[src/inc/eal_pkg.sv]
// Package: constants and types of the exception acceptance logic
package eal_pkg;
  // ==========================================================================
  // Register indices (byte address is four times the index)
  localparam logic [15:0] IDX_PRI_A   = 16'hFF00;  // First priority register
  localparam logic [15:0] IDX_PRI_F   = 16'hFF05;  // Last priority register
  localparam logic [15:0] IDX_TEN_A   = 16'hFF08;  // First transfer enable register
  localparam logic [15:0] IDX_TEN_F   = 16'hFF0D;  // Last transfer enable register
  localparam logic [15:0] IDX_RAMCTL  = 16'hFF10;  // RAM control register
  localparam logic [15:0] IDX_STATUS  = 16'hFF11;  // Read-only status register
  localparam int          NREG        = 6;         // Registers per bank
  localparam logic [7:0]  PRI_RST     = 8'h00;     // Priority register reset
  localparam logic [7:0]  TEN_RST     = 8'h00;     // Transfer enable reset
  localparam logic        RAMEN_RST   = 1'b1;      // RAM enabled after reset
  localparam int          RAMEN_BIT   = 7;         // ram_enable_bit position
  localparam logic [1:0]  RESP_OKAY   = 2'h0;      // AXI OKAY
  localparam logic [1:0]  RESP_SLVERR = 2'h2;      // AXI SLVERR
  // ==========================================================================
  // Address map checks in single-chip mode
  localparam logic [15:0] GAP_LO = 16'h8000;  // Unpopulated range start
  localparam logic [15:0] GAP_HI = 16'hF67F;  // Unpopulated range end
  localparam logic [15:0] RAM_LO = 16'hF680;  // Internal RAM start
  localparam logic [15:0] RAM_HI = 16'hFE7F;  // Internal RAM end
  // ==========================================================================
  // Sources and levels
  localparam int         NEXT     = 6;      // External maskable requests
  localparam int         NINT     = 23;     // Internal requests
  localparam int         NSRC     = NEXT + NINT;
  localparam int         INT_PER  = 3;      // Internal requests per module field
  localparam int         FLD_MOD0 = 4;      // First module field
  localparam logic [2:0] LVL_ZERO = 3'h0;   // Level never accepted
  localparam logic [2:0] LVL_TOP  = 3'h7;   // Mask level after reset and NMI
  localparam int         HI_LSB   = 4;      // Upper field of a priority register
  // ==========================================================================
  // Instruction classes reported at completion
  typedef enum logic [2:0] {
    CLS_PLAIN, CLS_MASK, CLS_TRAP, CLS_TRAPV, CLS_DIV, CLS_INVALID
  } eal_cls_e;
  // Accepted exception kinds
  typedef enum logic [3:0] {
    EXC_NONE, EXC_INVALID, EXC_TRAP, EXC_ZDIV, EXC_ADDR, EXC_TRACE,
    EXC_NMI, EXC_IRQ, EXC_DTC
  } eal_kind_e;
endpackage

[src/core/eal_core.sv]
// Exception detection, acceptance and steering with AXI4-Lite registers
`timescale 1ns/1ps
`default_nettype none

module eal_core (
  // Clock and reset
  input  wire logic                   aclk,
  input  wire logic                   aresetn,
  // AXI4-Lite write address and data
  input  wire logic                   awvalid,
  output logic                        awready,
  input  wire logic [31:0]            awaddr,
  input  wire logic                   wvalid,
  output logic                        wready,
  input  wire logic [31:0]            wdata,
  input  wire logic [3:0]             wstrb,
  // AXI4-Lite write response
  output logic                        bvalid,
  input  wire logic                   bready,
  output logic [1:0]                  bresp,
  // AXI4-Lite read
  input  wire logic                   arvalid,
  output logic                        arready,
  input  wire logic [31:0]            araddr,
  output logic                        rvalid,
  input  wire logic                   rready,
  output logic [31:0]                 rdata,
  output logic [1:0]                  rresp,
  // Execution core reports
  input  wire logic                   single_chip,
  input  wire logic                   acc_valid,
  input  wire logic [15:0]            acc_addr,
  input  wire logic                   instr_done,
  input  wire eal_pkg::eal_cls_e      instr_cls,
  input  wire logic                   ovf_flag,
  input  wire logic                   divisor_zero,
  input  wire logic [3:0]             trap_vector,
  input  wire logic                   seq_done,
  input  wire logic                   sw_load,
  input  wire logic                   sw_load_trace,
  input  wire logic [2:0]             sw_load_mask,
  // Interrupt requests
  input  wire logic                   nmi_req,
  input  wire logic [5:0]             ext_req,
  input  wire logic [22:0]            int_req,
  // Block transfer engine
  input  wire logic                   dtc_busy,
  output logic                        dtc_start,
  output logic [4:0]                  dtc_src,
  output logic                        cpu_halt,
  // Exception outputs and status word
  output logic                        exc_take,
  output eal_pkg::eal_kind_e          exc_kind,
  output logic [4:0]                  exc_vector,
  output logic [2:0]                  exc_level,
  output logic                        exc_saved_trace,
  output logic [2:0]                  exc_saved_mask,
  output logic                        status_trace,
  output logic [2:0]                  interrupt_mask_level
);
  import eal_pkg::*;

  // ==========================================================================
  // Register storage
  logic [7:0]  pri_q [NREG];      // priority_registers
  logic [7:0]  ten_q [NREG];      // transfer_enable_registers
  logic        ram_enable_bit_q;  // Field of ram_control_register
  // Bus state
  logic        aw_hold_q, w_hold_q, bvalid_q, rvalid_q;
  logic [15:0] aw_idx_q;          // Captured write index
  logic [7:0]  w_byte_q;          // Captured low data byte
  logic        w_strb_q;          // Low byte lane enabled
  logic [1:0]  bresp_q, rresp_q;
  logic [31:0] rdata_q;
  // Exception state
  logic        trace_q;           // Trace flag of status_word
  logic [2:0]  mask_q;            // interrupt_mask_level
  logic        addr_err_q;        // Pending address error
  logic        nmi_pend_q;        // Pending nonmaskable request
  logic        defer_q;           // One-instruction deferral
  logic        busy_q;            // Last value of dtc_busy
  logic        take_q, dtc_start_q, saved_tr_q;
  eal_kind_e   kind_q;
  logic [4:0]  vec_q, dtc_src_q;
  logic [2:0]  lvl_q, saved_mask_q;

  // ==========================================================================
  // Bus decode
  wire [15:0] rd_idx   = araddr[17:2];
  wire        wr_go    = aw_hold_q & w_hold_q & ~bvalid_q;
  wire        wr_pri   = (aw_idx_q >= IDX_PRI_A) && (aw_idx_q <= IDX_PRI_F);
  wire        wr_ten   = (aw_idx_q >= IDX_TEN_A) && (aw_idx_q <= IDX_TEN_F);
  wire        wr_ram   = (aw_idx_q == IDX_RAMCTL);
  wire        wr_ok    = wr_pri | wr_ten | wr_ram;
  wire [15:0] wr_poff  = aw_idx_q - IDX_PRI_A;
  wire [15:0] wr_toff  = aw_idx_q - IDX_TEN_A;
  wire        rd_pri   = (rd_idx >= IDX_PRI_A) && (rd_idx <= IDX_PRI_F);
  wire        rd_ten   = (rd_idx >= IDX_TEN_A) && (rd_idx <= IDX_TEN_F);
  wire [15:0] rd_poff  = rd_idx - IDX_PRI_A;
  wire [15:0] rd_toff  = rd_idx - IDX_TEN_A;
  wire        rd_ram   = (rd_idx == IDX_RAMCTL);
  wire        rd_stat  = (rd_idx == IDX_STATUS);
  wire        rd_ok    = rd_pri | rd_ten | rd_ram | rd_stat;
  wire [7:0]  stat_val = {1'b0, nmi_pend_q, addr_err_q, defer_q, trace_q, mask_q};
  wire [7:0]  rd_byte  = rd_pri  ? pri_q[rd_poff[2:0]] :
                         rd_ten  ? ten_q[rd_toff[2:0]] :
                         rd_ram  ? {ram_enable_bit_q, 7'h00} :
                         rd_stat ? stat_val : 8'h00;

  assign awready = ~aw_hold_q & ~bvalid_q;
  assign wready  = ~w_hold_q & ~bvalid_q;
  assign arready = ~rvalid_q;
  assign bvalid  = bvalid_q;
  assign bresp   = bresp_q;
  assign rvalid  = rvalid_q;
  assign rdata   = rdata_q;
  assign rresp   = rresp_q;

  // Write address and data capture, either order
  always_ff @(posedge aclk) begin
    if (!aresetn) begin
      aw_hold_q <= 1'b0;
      w_hold_q  <= 1'b0;
      aw_idx_q  <= 16'h0000;
      w_byte_q  <= 8'h00;
      w_strb_q  <= 1'b0;
    end else begin
      if (awvalid && awready) begin
        aw_hold_q <= 1'b1;
        aw_idx_q  <= awaddr[17:2];
      end else if (wr_go) begin
        aw_hold_q <= 1'b0;
      end
      if (wvalid && wready) begin
        w_hold_q <= 1'b1;
        w_byte_q <= wdata[7:0];
        w_strb_q <= wstrb[0];
      end else if (wr_go) begin
        w_hold_q <= 1'b0;
      end
    end
  end

  // Write response; unmapped index answers SLVERR
  always_ff @(posedge aclk) begin
    if (!aresetn) begin
      bvalid_q <= 1'b0;
      bresp_q  <= RESP_OKAY;
    end else if (wr_go) begin
      bvalid_q <= 1'b1;
      bresp_q  <= wr_ok ? RESP_OKAY : RESP_SLVERR;
    end else if (bready) begin
      bvalid_q <= 1'b0;
    end
  end

  // Register writes through the low byte lane
  always_ff @(posedge aclk) begin
    if (!aresetn) begin
      for (int i = 0; i < NREG; i++) begin
        pri_q[i] <= PRI_RST;
        ten_q[i] <= TEN_RST;
      end
      ram_enable_bit_q <= RAMEN_RST;
    end else if (wr_go && w_strb_q) begin
      if (wr_pri) pri_q[wr_poff[2:0]] <= w_byte_q;
      if (wr_ten) ten_q[wr_toff[2:0]] <= w_byte_q;
      if (wr_ram) ram_enable_bit_q <= w_byte_q[RAMEN_BIT];
    end
  end

  // Read channel, one cycle to answer
  always_ff @(posedge aclk) begin
    if (!aresetn) begin
      rvalid_q <= 1'b0;
      rdata_q  <= 32'h0000_0000;
      rresp_q  <= RESP_OKAY;
    end else if (arvalid && arready) begin
      rvalid_q <= 1'b1;
      rdata_q  <= {24'h00_0000, rd_byte};
      rresp_q  <= rd_ok ? RESP_OKAY : RESP_SLVERR;
    end else if (rready) begin
      rvalid_q <= 1'b0;
    end
  end

  // ==========================================================================
  // Address error detection in single-chip mode
  wire in_gap  = (acc_addr >= GAP_LO) && (acc_addr <= GAP_HI);
  wire in_ram  = (acc_addr >= RAM_LO) && (acc_addr <= RAM_HI);
  wire acc_err = acc_valid & single_chip &
                 (in_gap | (in_ram & ~ram_enable_bit_q));

  // ==========================================================================
  // Per-source priority level and routing
  logic [2:0] src_lvl [NSRC];
  logic [NSRC-1:0] src_ten;
  wire  [NSRC-1:0] src_req = {int_req, ext_req};
  for (genvar s = 0; s < NSRC; s++) begin : g_src
    // Requests 2/3 and 4/5 share fields; modules take one field each
    localparam int FLD = (s < 2) ? s : (s < 4) ? 2 : (s < NEXT) ? 3 :
                         FLD_MOD0 + (s - NEXT) / INT_PER;
    localparam int LSB = (FLD % 2 == 0) ? HI_LSB : 0;
    assign src_lvl[s] = src_req[s] ? pri_q[FLD / 2][LSB +: 3] : LVL_ZERO;
    assign src_ten[s] = ten_q[s / 8][s % 8];
  end

  // Highest level wins; lower index wins a tie; level zero never wins
  logic [2:0] best_lvl;
  logic [4:0] best_src;
  always_comb begin
    best_lvl = LVL_ZERO;
    best_src = 5'h00;
    for (int i = 0; i < NSRC; i++) begin
      if (src_lvl[i] > best_lvl) begin
        best_lvl = src_lvl[i];
        best_src = i[4:0];
      end
    end
  end

  // ==========================================================================
  // Acceptance at instruction boundaries
  wire at_bound = instr_done & ~dtc_busy;
  wire mask_now = at_bound & (instr_cls == CLS_MASK);
  wire open_now = at_bound & ~mask_now;
  wire irq_pt   = (open_now | seq_done) & ~dtc_busy;
  wire addr_now = addr_err_q | acc_err;
  wire irq_ok   = best_lvl > mask_q;
  eal_kind_e take_kind;

  // Exception selection by priority
  always_comb begin
    take_kind = EXC_NONE;
    if (at_bound && instr_cls == CLS_INVALID) begin
      take_kind = EXC_INVALID;
    end else if (at_bound && instr_cls == CLS_TRAP) begin
      take_kind = EXC_TRAP;
    end else if (at_bound && instr_cls == CLS_TRAPV && ovf_flag) begin
      take_kind = EXC_TRAP;
    end else if (at_bound && instr_cls == CLS_DIV && divisor_zero) begin
      take_kind = EXC_ZDIV;
    end else if (open_now && addr_now) begin
      take_kind = EXC_ADDR;
    end else if (open_now && trace_q) begin
      take_kind = EXC_TRACE;
    end else if (irq_pt && nmi_pend_q) begin
      take_kind = EXC_NMI;
    end else if (irq_pt && irq_ok) begin
      take_kind = src_ten[best_src] ? EXC_DTC : EXC_IRQ;
    end
  end

  // Pending flags; a new event wins over the clear
  always_ff @(posedge aclk) begin
    if (!aresetn) begin
      addr_err_q <= 1'b0;
      nmi_pend_q <= 1'b0;
    end else begin
      addr_err_q <= acc_err | (addr_err_q & (take_kind != EXC_ADDR));
      nmi_pend_q <= nmi_req | (nmi_pend_q & (take_kind != EXC_NMI));
    end
  end

  // Deferral flag: set at reset, by mask instructions and transfer end
  always_ff @(posedge aclk) begin
    if (!aresetn) begin
      defer_q <= 1'b1;
      busy_q  <= 1'b0;
    end else begin
      busy_q <= dtc_busy;
      if (mask_now || (busy_q && !dtc_busy)) begin
        defer_q <= 1'b1;
      end else if (open_now) begin
        defer_q <= 1'b0;
      end
    end
  end

  // Status word: all kinds but EXC_DTC clear trace; EXC_NMI and EXC_IRQ set the mask
  always_ff @(posedge aclk) begin
    if (!aresetn) begin
      trace_q <= 1'b0;
      mask_q  <= LVL_TOP;
    end else if (take_kind == EXC_NMI) begin
      trace_q <= 1'b0;
      mask_q  <= LVL_TOP;
    end else if (take_kind == EXC_IRQ) begin
      trace_q <= 1'b0;
      mask_q  <= best_lvl;
    end else if (take_kind != EXC_NONE && take_kind != EXC_DTC) begin
      trace_q <= 1'b0;
    end else if (sw_load) begin
      trace_q <= sw_load_trace;
      mask_q  <= sw_load_mask;
    end
  end

  // Exception report and transfer engine start
  always_ff @(posedge aclk) begin
    if (!aresetn) begin
      take_q       <= 1'b0;
      kind_q       <= EXC_NONE;
      vec_q        <= 5'h00;
      lvl_q        <= LVL_ZERO;
      saved_tr_q   <= 1'b0;
      saved_mask_q <= LVL_TOP;
      dtc_start_q  <= 1'b0;
      dtc_src_q    <= 5'h00;
    end else begin
      take_q      <= (take_kind != EXC_NONE) && (take_kind != EXC_DTC);
      dtc_start_q <= (take_kind == EXC_DTC);
      if (take_kind != EXC_NONE) begin
        kind_q       <= take_kind;
        saved_tr_q   <= trace_q;
        saved_mask_q <= mask_q;
        lvl_q        <= (take_kind == EXC_NMI) ? LVL_TOP : best_lvl;
        vec_q        <= (take_kind == EXC_TRAP) ? {1'b0, trap_vector} : best_src;
      end
      if (take_kind == EXC_DTC) dtc_src_q <= best_src;
    end
  end

  assign cpu_halt             = dtc_busy | dtc_start_q;
  assign dtc_start            = dtc_start_q;
  assign dtc_src              = dtc_src_q;
  assign exc_take             = take_q;
  assign exc_kind             = kind_q;
  assign exc_vector           = vec_q;
  assign exc_level            = lvl_q;
  assign exc_saved_trace      = saved_tr_q;
  assign exc_saved_mask       = saved_mask_q;
  assign status_trace         = trace_q;
  assign interrupt_mask_level = mask_q;

  // ==========================================================================
  // Assertions
  a_addr_err_held: assert property (@(posedge aclk) disable iff (!aresetn)
    acc_err |=> addr_err_q || (take_q && kind_q == EXC_ADDR))
    else $error("address error lost");
  a_mask_defers: assert property (@(posedge aclk) disable iff (!aresetn)
    mask_now && !seq_done |=> !take_q && !dtc_start_q)
    else $error("exception taken after mask instruction");
  a_trap_always: assert property (@(posedge aclk) disable iff (!aresetn)
    at_bound && instr_cls == CLS_TRAP |=> take_q && kind_q == EXC_TRAP
      && exc_vector == {1'b0, $past(trap_vector)})
    else $error("trap not taken");
  a_trapv_clear: assert property (@(posedge aclk) disable iff (!aresetn)
    at_bound && instr_cls == CLS_TRAPV && !ovf_flag |=> kind_q != EXC_TRAP || !take_q)
    else $error("overflow trap without overflow");
  a_trace_cleared: assert property (@(posedge aclk) disable iff (!aresetn)
    take_q && !$past(sw_load) |-> !trace_q)
    else $error("trace flag kept after exception");
  a_irq_level: assert property (@(posedge aclk) disable iff (!aresetn)
    take_q && kind_q == EXC_IRQ |-> mask_q == exc_level && exc_level > exc_saved_mask)
    else $error("mask not raised to accepted level");
  a_nmi_mask: assert property (@(posedge aclk) disable iff (!aresetn)
    take_q && kind_q == EXC_NMI |-> mask_q == LVL_TOP)
    else $error("mask not seven after nonmaskable");
  a_trace_saved: assert property (@(posedge aclk) disable iff (!aresetn)
    take_q && kind_q == EXC_TRACE |-> exc_saved_trace)
    else $error("saved trace flag not set");
  a_halt_busy: assert property (@(posedge aclk) disable iff (!aresetn)
    dtc_busy |=> !take_q && !dtc_start_q)
    else $error("exception accepted during transfer");
  c_dtc_start: cover property (@(posedge aclk) disable iff (!aresetn) dtc_start_q);
  c_irq_take: cover property (@(posedge aclk) disable iff (!aresetn)
    take_q && kind_q == EXC_IRQ);
  c_trace_take: cover property (@(posedge aclk) disable iff (!aresetn)
    take_q && kind_q == EXC_TRACE);
endmodule
`default_nettype wire

[config.mk]
export PLATFORM = sky130hd
export DESIGN_NAME = eal_core
export DESIGN_NICKNAME = d
export VERILOG_FILES = /design/src/inc/eal_pkg.sv /design/src/core/eal_core.sv
export SDC_FILE = /design/constraint.sdc
export NUM_CORES = 1
export LEC_CHECK = 0
export ABC_AREA = 1
export BUFFER_PORTS_ARGS = -buffer_cell sky130_fd_sc_hd__buf_2
export CORE_ASPECT_RATIO = 1.25
export CORE_UTILIZATION = 45
export CTS_BUF_LIST = sky130_fd_sc_hd__clkbuf_8
export CTS_CLUSTER_DIAMETER = 40
export DETAILED_ROUTE_END_ITERATION = 6
export GPL_TIMING_DRIVEN = 0
export HOLD_SLACK_MARGIN = 0.03
export MAX_ROUTING_LAYER = met4
export PLACE_DENSITY = 0.77
export SYNTH_ARGS = -nofsm -noshare
export SYNTH_HDL_FRONTEND = slang
export SYNTH_SLANG_ARGS = --single-unit
[constraint.sdc]
create_clock -name aclk -period 92.2 [get_ports aclk]
set_clock_uncertainty 0.05 [all_clocks]
set_input_delay 13.83 -clock aclk [delete_from_list [all_inputs] [get_ports aclk]]
set_output_delay 13.83 -clock aclk [all_outputs]
set_load 0.005 [all_outputs]
Yosys cells after proc, flatten, opt, wreduce, memory -nomap -nowiden

Memory sizes are Yosys's and may differ from the RTL's.
Cells that the tools add are included.

Bits in registers: 73
Bits in writable memories: 96
Input bits: 172
Output and inout bits: 69
Logic and storage cells: 289
Memories: 2

Add/subtract/negate cells: 4
Order comparisons: 43
Equal/unequal tests: 16
Mux-type cells: 130
Bitwise logic cells: 32
Reduce and logical (&&, ||, !) cells: 37

Memories:

| memory | depth | bits a word | rd ports | clocked after Yosys merged registers in | wr ports | RTL line       | text |
|---|---|---|---|---|---|---|---|
| pri_q  | 6     | 8           | 7        | 0                                       | 6        | eal_core.sv:65 | `logic [7:0] pri_q [NREG];` |
| ten_q  | 6     | 8           | 5        | 0                                       | 6        | eal_core.sv:66 | `logic [7:0] ten_q [NREG];` |

Operators with widths:

| operator                                                                | count |
|---|---|
| 3-bit two-way mux                                                       | 64 |
| 5-bit two-way mux                                                       | 28 |
| 16-bit greater-or-equal comparator, second input constant               | 6 |
| 16-bit less-or-equal comparator, second input constant                  | 6 |
| 3-bit > comparator                                                      | 29 |
| 16-bit equality test, second input constant                             | 3 |
| 8-bit two-way mux                                                       | 5 |
| 4-bit two-way mux                                                       | 9 |
| 1-bit logical AND                                                       | 22 |
| 1-bit two-way mux                                                       | 20 |
| 8-bit OR reduction                                                      | 2 |
| 1-bit AND                                                               | 13 |
| 3-bit by 1-bit subtractor with 3-bit output, second input constant      | 4 |
| 1-bit bitwise OR                                                        | 11 |
| 2-bit nonzero test                                                      | 5 |
| 4-bit by 3-bit equality test with 1-bit output, second input constant   | 2 |
| 4-bit by 3-bit inequality test with 1-bit output, second input constant | 2 |
| 1-bit inverter                                                          | 8 |
| 7-bit two-way mux                                                       | 1 |
| 3-bit by 2-bit equality test with 1-bit output, second input constant   | 2 |
| 3-bit equality test, second input constant                              | 2 |
| 5-bit by 6-bit < comparator with 1-bit output, second input constant    | 1 |
| 1-bit binary-select mux with 5-bit select                               | 1 |
| 4-bit by 2-bit equality test with 1-bit output, second input constant   | 1 |
| 12 further kinds                                                        | 15 |

Depth between registers and ports, before layout

An unclocked memory read counts as a cell.

Depth in word-level cells: 75
Gate-level depth with buffers: 279
Gate-level depth less buffers: 278

Worst setup path before layout

OpenSTA, ideal clock, no wires.

Path type: in2reg
Start point: input port ext_req[1]
End point: register lvl_q[2], in the netlist exc_level[2]
Library setup time: 115 ps
Data arrival time: 42,643 ps
Required time: 92,035 ps
Path slack: 49,393 ps
Stages: 240
Path buffers: 2
Cells stage by stage: nand2_1 inv_1 ha_1 nand2_1 nand2_1 nor2_1 nand2_1 nand2_1 inv_1 ha_1 a21oi_1 nand2_2 nand2_2 nand3_1 nand2_1 inv_1 ha_1 nand2_1 (+204 left out) buf_2 nand2_1 nand2_1 inv_1 ha_1 nand2_1 o21ai_0 nand3b_1 inv_1 nand4_1 nand2_1 nand2_2 nand2_4 a21boi_4 nand3_4 buf_4 o21ai_1 nor2_1

Cells in the longest elaborated chain, start to end: 70
Elaborated cells on any way between the ends: 101
Classes of those cells: 29 x order compare; 1 x eq/ne; 69 x mux; 2 x reduce/logical

Ends and longest elaborated chain:

| item                                           | RTL line        | text |
|---|---|---|
| start, declared                                | eal_core.sv:44  | `input wire logic [5:0] ext_req,` |
| 3-bit two-way mux *                            | eal_core.sv:204 | `assign src_lvl[s] = src_req[s] ? pri_q[FLD / 2][LSB +: 3] : LVL_ZERO;` |
| 3-bit > comparator                             | eal_core.sv:215 | `if (src_lvl[i] > best_lvl) begin` |
| 3-bit two-way mux                              | eal_core.sv:215 |  |
| 3-bit > comparator                             | eal_core.sv:215 |  |
| 3-bit two-way mux                              | eal_core.sv:215 |  |
| 3-bit > comparator                             | eal_core.sv:215 |  |
| 3-bit two-way mux                              | eal_core.sv:215 |  |
| 3-bit > comparator                             | eal_core.sv:215 |  |
| (+54 left out)                                 | -               |  |
| 4-bit two-way mux                              | eal_core.sv:245 | `end else if (open_now && trace_q) begin` |
| 4-bit two-way mux                              | eal_core.sv:243 | `end else if (open_now && addr_now) begin` |
| 4-bit two-way mux                              | eal_core.sv:241 | `end else if (at_bound && instr_cls == CLS_DIV && divisor_zero) begin` |
| 4-bit two-way mux                              | eal_core.sv:239 | `end else if (at_bound && instr_cls == CLS_TRAPV && ovf_flag) begin` |
| 4-bit two-way mux                              | eal_core.sv:237 | `end else if (at_bound && instr_cls == CLS_TRAP) begin` |
| 4-bit two-way mux                              | eal_core.sv:235 | `if (at_bound && instr_cls == CLS_INVALID) begin` |
| 4-bit by 3-bit equality test with 1-bit output | eal_core.sv:317 | `lvl_q <= (take_kind == EXC_NMI) ? LVL_TOP : best_lvl;` |
| 3-bit two-way mux                              | eal_core.sv:317 |  |
| end signal, assigned                           | eal_core.sv:317 |  |
| end, declared                                  | eal_core.sv:85  | `logic [2:0] lvl_q, saved_mask_q;` |

Every way passes the cells marked *; elsewhere a longest branch is shown, timed or not. The select of a mux whose other input is x is not followed.
A chain may end at the register's enable or synchronous reset.

Worst setup path after layout

Start point: input port ext_req[1]
End point: register vec_q[0], in the netlist exc_vector[0]

Cells in the longest elaborated chain, start to end: 70
Elaborated cells on any way between the ends: 101
Classes of those cells: 29 x order compare; 1 x eq/ne; 69 x mux; 2 x reduce/logical

Ends and longest elaborated chain:

| item                                           | RTL line        | text |
|---|---|---|
| 3-bit two-way mux *                            | eal_core.sv:204 |  |
| 3-bit > comparator                             | eal_core.sv:215 |  |
| 3-bit two-way mux                              | eal_core.sv:215 |  |
| 3-bit > comparator                             | eal_core.sv:215 |  |
| 3-bit two-way mux                              | eal_core.sv:215 |  |
| 3-bit > comparator                             | eal_core.sv:215 |  |
| 3-bit two-way mux                              | eal_core.sv:215 |  |
| 3-bit > comparator                             | eal_core.sv:215 |  |
| (+54 left out)                                 | -               |  |
| 4-bit two-way mux                              | eal_core.sv:245 |  |
| 4-bit two-way mux                              | eal_core.sv:243 |  |
| 4-bit two-way mux                              | eal_core.sv:241 |  |
| 4-bit two-way mux                              | eal_core.sv:239 |  |
| 4-bit two-way mux                              | eal_core.sv:237 |  |
| 4-bit two-way mux                              | eal_core.sv:235 |  |
| 4-bit by 2-bit equality test with 1-bit output | eal_core.sv:318 | `vec_q <= (take_kind == EXC_TRAP) ? {1'b0, trap_vector} : best_src;` |
| 5-bit two-way mux                              | eal_core.sv:318 |  |
| end signal, assigned                           | eal_core.sv:318 |  |
| end, declared                                  | eal_core.sv:84  | `logic [4:0] vec_q, dtc_src_q;` |

Marked as above.

==> results_dict.tcl <==
set metrics [dict create \
    hold_viol 0 \
    grt_max_degree 18 \
    drt-total-wl_mm 38.2 \
    rsz0062_at_grt "no" \
    async_flop_share_pct 0 \
    cts_buffers 17 \
    vias 12837 \
    fmax_mhz 21.4 \
    cts.sinks 199 \
    ys_seq_area_share_pct 39.7 \
    pre_cts_ws_ns 45.02 \
    syn2layout_area_growth_pct 13.9 \
    min_period_ns 46.82 \
    wl_per_cell_um 16.0 \
    critPathKind "input pin to flop" \
    dp_hpwl_mm 30.7 \
    tns_ns 0 \
    num_antenna_cells 0 \
    firstDrtPassIters 6 \
    ys_ff_latch 199 \
    finalSetupViolCount 0 \
    rows 69 \
    end_kind "flop" \
    crit_buf_inv 60 \
    cp_max_fo 10 \
    via_per_inst 5.39 \
    synth_area_leaders "edfxtp_1 (29%), nand2_1 (12%), dfxtp_1 (11%)" \
    htree_levels 4 \
    drtIter0Drc 1190 \
    die_x_um 156 \
    synth_top_area_share_pct 29.0 \
    start_util_pct 46.3 \
    gr-usage-all-layers_pct 26.2 \
    synth.cell_area_um2 13300 \
    nFillCells 2807 \
    synthCells 1757 \
    slowest_stage "a31oi_1" \
    layout.cells.non_filler 2382 \
    critPathTopFamily "simple AND/OR/NAND/NOR gates" \
    dieArea_um2 30200 \
    ant_nets 0 \
    drc 0 \
    synth_edf_count 128 \
    drive_gt1_share_pct 14.2 \
    period_share_pct 50.8 \
    start_kind "input pin" \
    grt_pass1_vias 12250 \
    post_cts_buffers 0 \
    cts.path.max_buffers 2 \
    ys.flop_type "edfxtp_1" \
    cts.reportedPaths.clkPinSlew_ns 0.10 \
    max_cap_viol_count 0 \
    gp_congestion 0.952 \
    grt_pass1_wl_mm 60.3 \
    yosys_warnings 0 \
    cts_hold_buf 0 \
    clk-insertion-delay-late_ns 0.49 \
    dp.cells 2351 \
    tritoncts "done" \
    max_stage_delay_ns 0.47 \
    antenna_found_initial 0 \
    crit_required_ns 92.57 \
    cpMostUsedCell "nand2_1" \
    slew_violations 0 \
    tightest_slew_ns 1.37 \
    nets 2239 \
    core-area_um2 28700 \
    yosysTopAreaCell "edfxtp_1" \
    syn_area_per_cell_um2 7.55 \
    io_buffers 147 \
    fp.dieH_um 194 \
    grt_remaining_overflow 0 \
    status "completed" \
    hold_class "flop to flop" \
    cp_data_arrival_time_ns 47.19 \
    fin_ws_ns 45.38 \
    cts_root_buf "clkbuf_8" \
    cts_resized 0 \
    ys_types 52 \
    slew_headroom_pct 8.19 \
    io_pins 241 \
]
path summary, 6_finish.rpt:
path	slack [ns]	startpoint	end	cells past startpoint
setup / recovery	45.38	ext_req[1]	exc_vector[0]	243
hold / removal	0.41	busy_q	defer_q	2
setup reg to reg	58.43	pri_q[0][2]	exc_vector[0]	242
hold reg to reg	0.41	busy_q	defer_q	2
per-stage QoR:
step	cell area, um2	hold WS (ns)	utilization (%)
global route	15100	0.440	52.7
detailed placement	14700	0.385	51.3
CTS	15100	0.409	52.7
floorplan	13500	0.368	-
global placement	14700	0.374	51.3
finish	15100	0.406	52.7
logic make-up (layout without fill, tap and decap cells):
group	Yosys count	after routing	synth area share [%]
AOI/OAI and AO/OA	272	272	12.3
other	1	58	0.0283
and+or+nand+nor	885	885	29.3
buffers and inverters	312	490	10.4
muxes	1	1	0.0849
DFF	199	199	39.7
adders and majority gates	87	87	8.21
state kept, by name, summed over array words and instances (netlist names), 3 cells and up:
register              flops
pri_q                    64
dtc_src                   5
exc_kind                  4
rdata                     8
ten_q                    64
exc_vector                5
w_byte_q                  8
exc_saved_mask            3
aw_idx_q                 16
exc_level                 3
interrupt_mask_level      3
per-layer routing:
| layer | vias up | track usage, % | routed length [um] |
|---|---|---|---|
| li1 | 6277 | - | - |
| met1 | 5925 | 27.9 | 14300 |
| met2 | 520 | 47.5 | 19600 |
| met3 | 115 | 4.22 | 2670 |
| met4 | 0 | 10.8 | 1540 |
| met5 | - | - | 0 |
synth_stat cells (6+ instances only):
master	instances
dfxtp_1	71
nor2_1	180
and2_1	30
inv_2	28
nand2_1	409
nor3_1	26
clkbuf_1	33
inv_1	204
a221oi_1	31
o21ai_1	14
clkinv_1	6
a31oi_1	45
a21oi_1	47
edfxtp_1	128
a41oi_1	10
nand4_1	8
nand2_4	7
nand2_2	15
nand3_1	190
o21ai_0	112
ha_1	87
buf_4	27
layout by cell type, fill, tap and decap left out, drive strengths merged, types with 2 or more instances in the layout:
master    instances
inv             237
a2111o            2
nand3           194
clkinvlp          3
o211ai            2
nand3b            5
nor2            182
conb             58
bufinv            7
a31oi            45
clkinv           11
clkbuf           51
buf             181
a41oi            10
dfxtp            71
ha               87
nand4             9
o21ai           126
a21oi            51
and2             30
or2               2
nor3             27
nor4              4
edfxtp          128
a221oi           31
nand2           431
cell type report:
class | count | area [um2] | area share [%]
Clock buffer | 17 | 234 | 1.55
Inverter | 244 | 977 | 6.47
Sequential cell | 199 | 5270 | 34.9
Clock inverter | 14 | 175 | 1.16
Timing Repair Buffer | 147 | 736 | 4.87
Tap cell | 390 | 488 | 3.23
Buffer | 68 | 403 | 2.67
Multi-Input combinational cell | 1303 | 6830 | 45.2
worst register-to-register path, delay by kind of cell (launching register included):
| kind | cells | cell delay, ns |
|---|---|---|
| buffers and inverters | 59 | 5.41 |
| DFF | 1 | 0.41 |
| and+or+nand+nor | 107 | 10.78 |
| AOI/OAI and AO/OA | 47 | 9.11 |
| adders and majority gates | 29 | 7.93 |
Power is left out: the tool's default activity adds up to more than one toggle a clock period on the data nets, which glitch-free logic cannot reach.
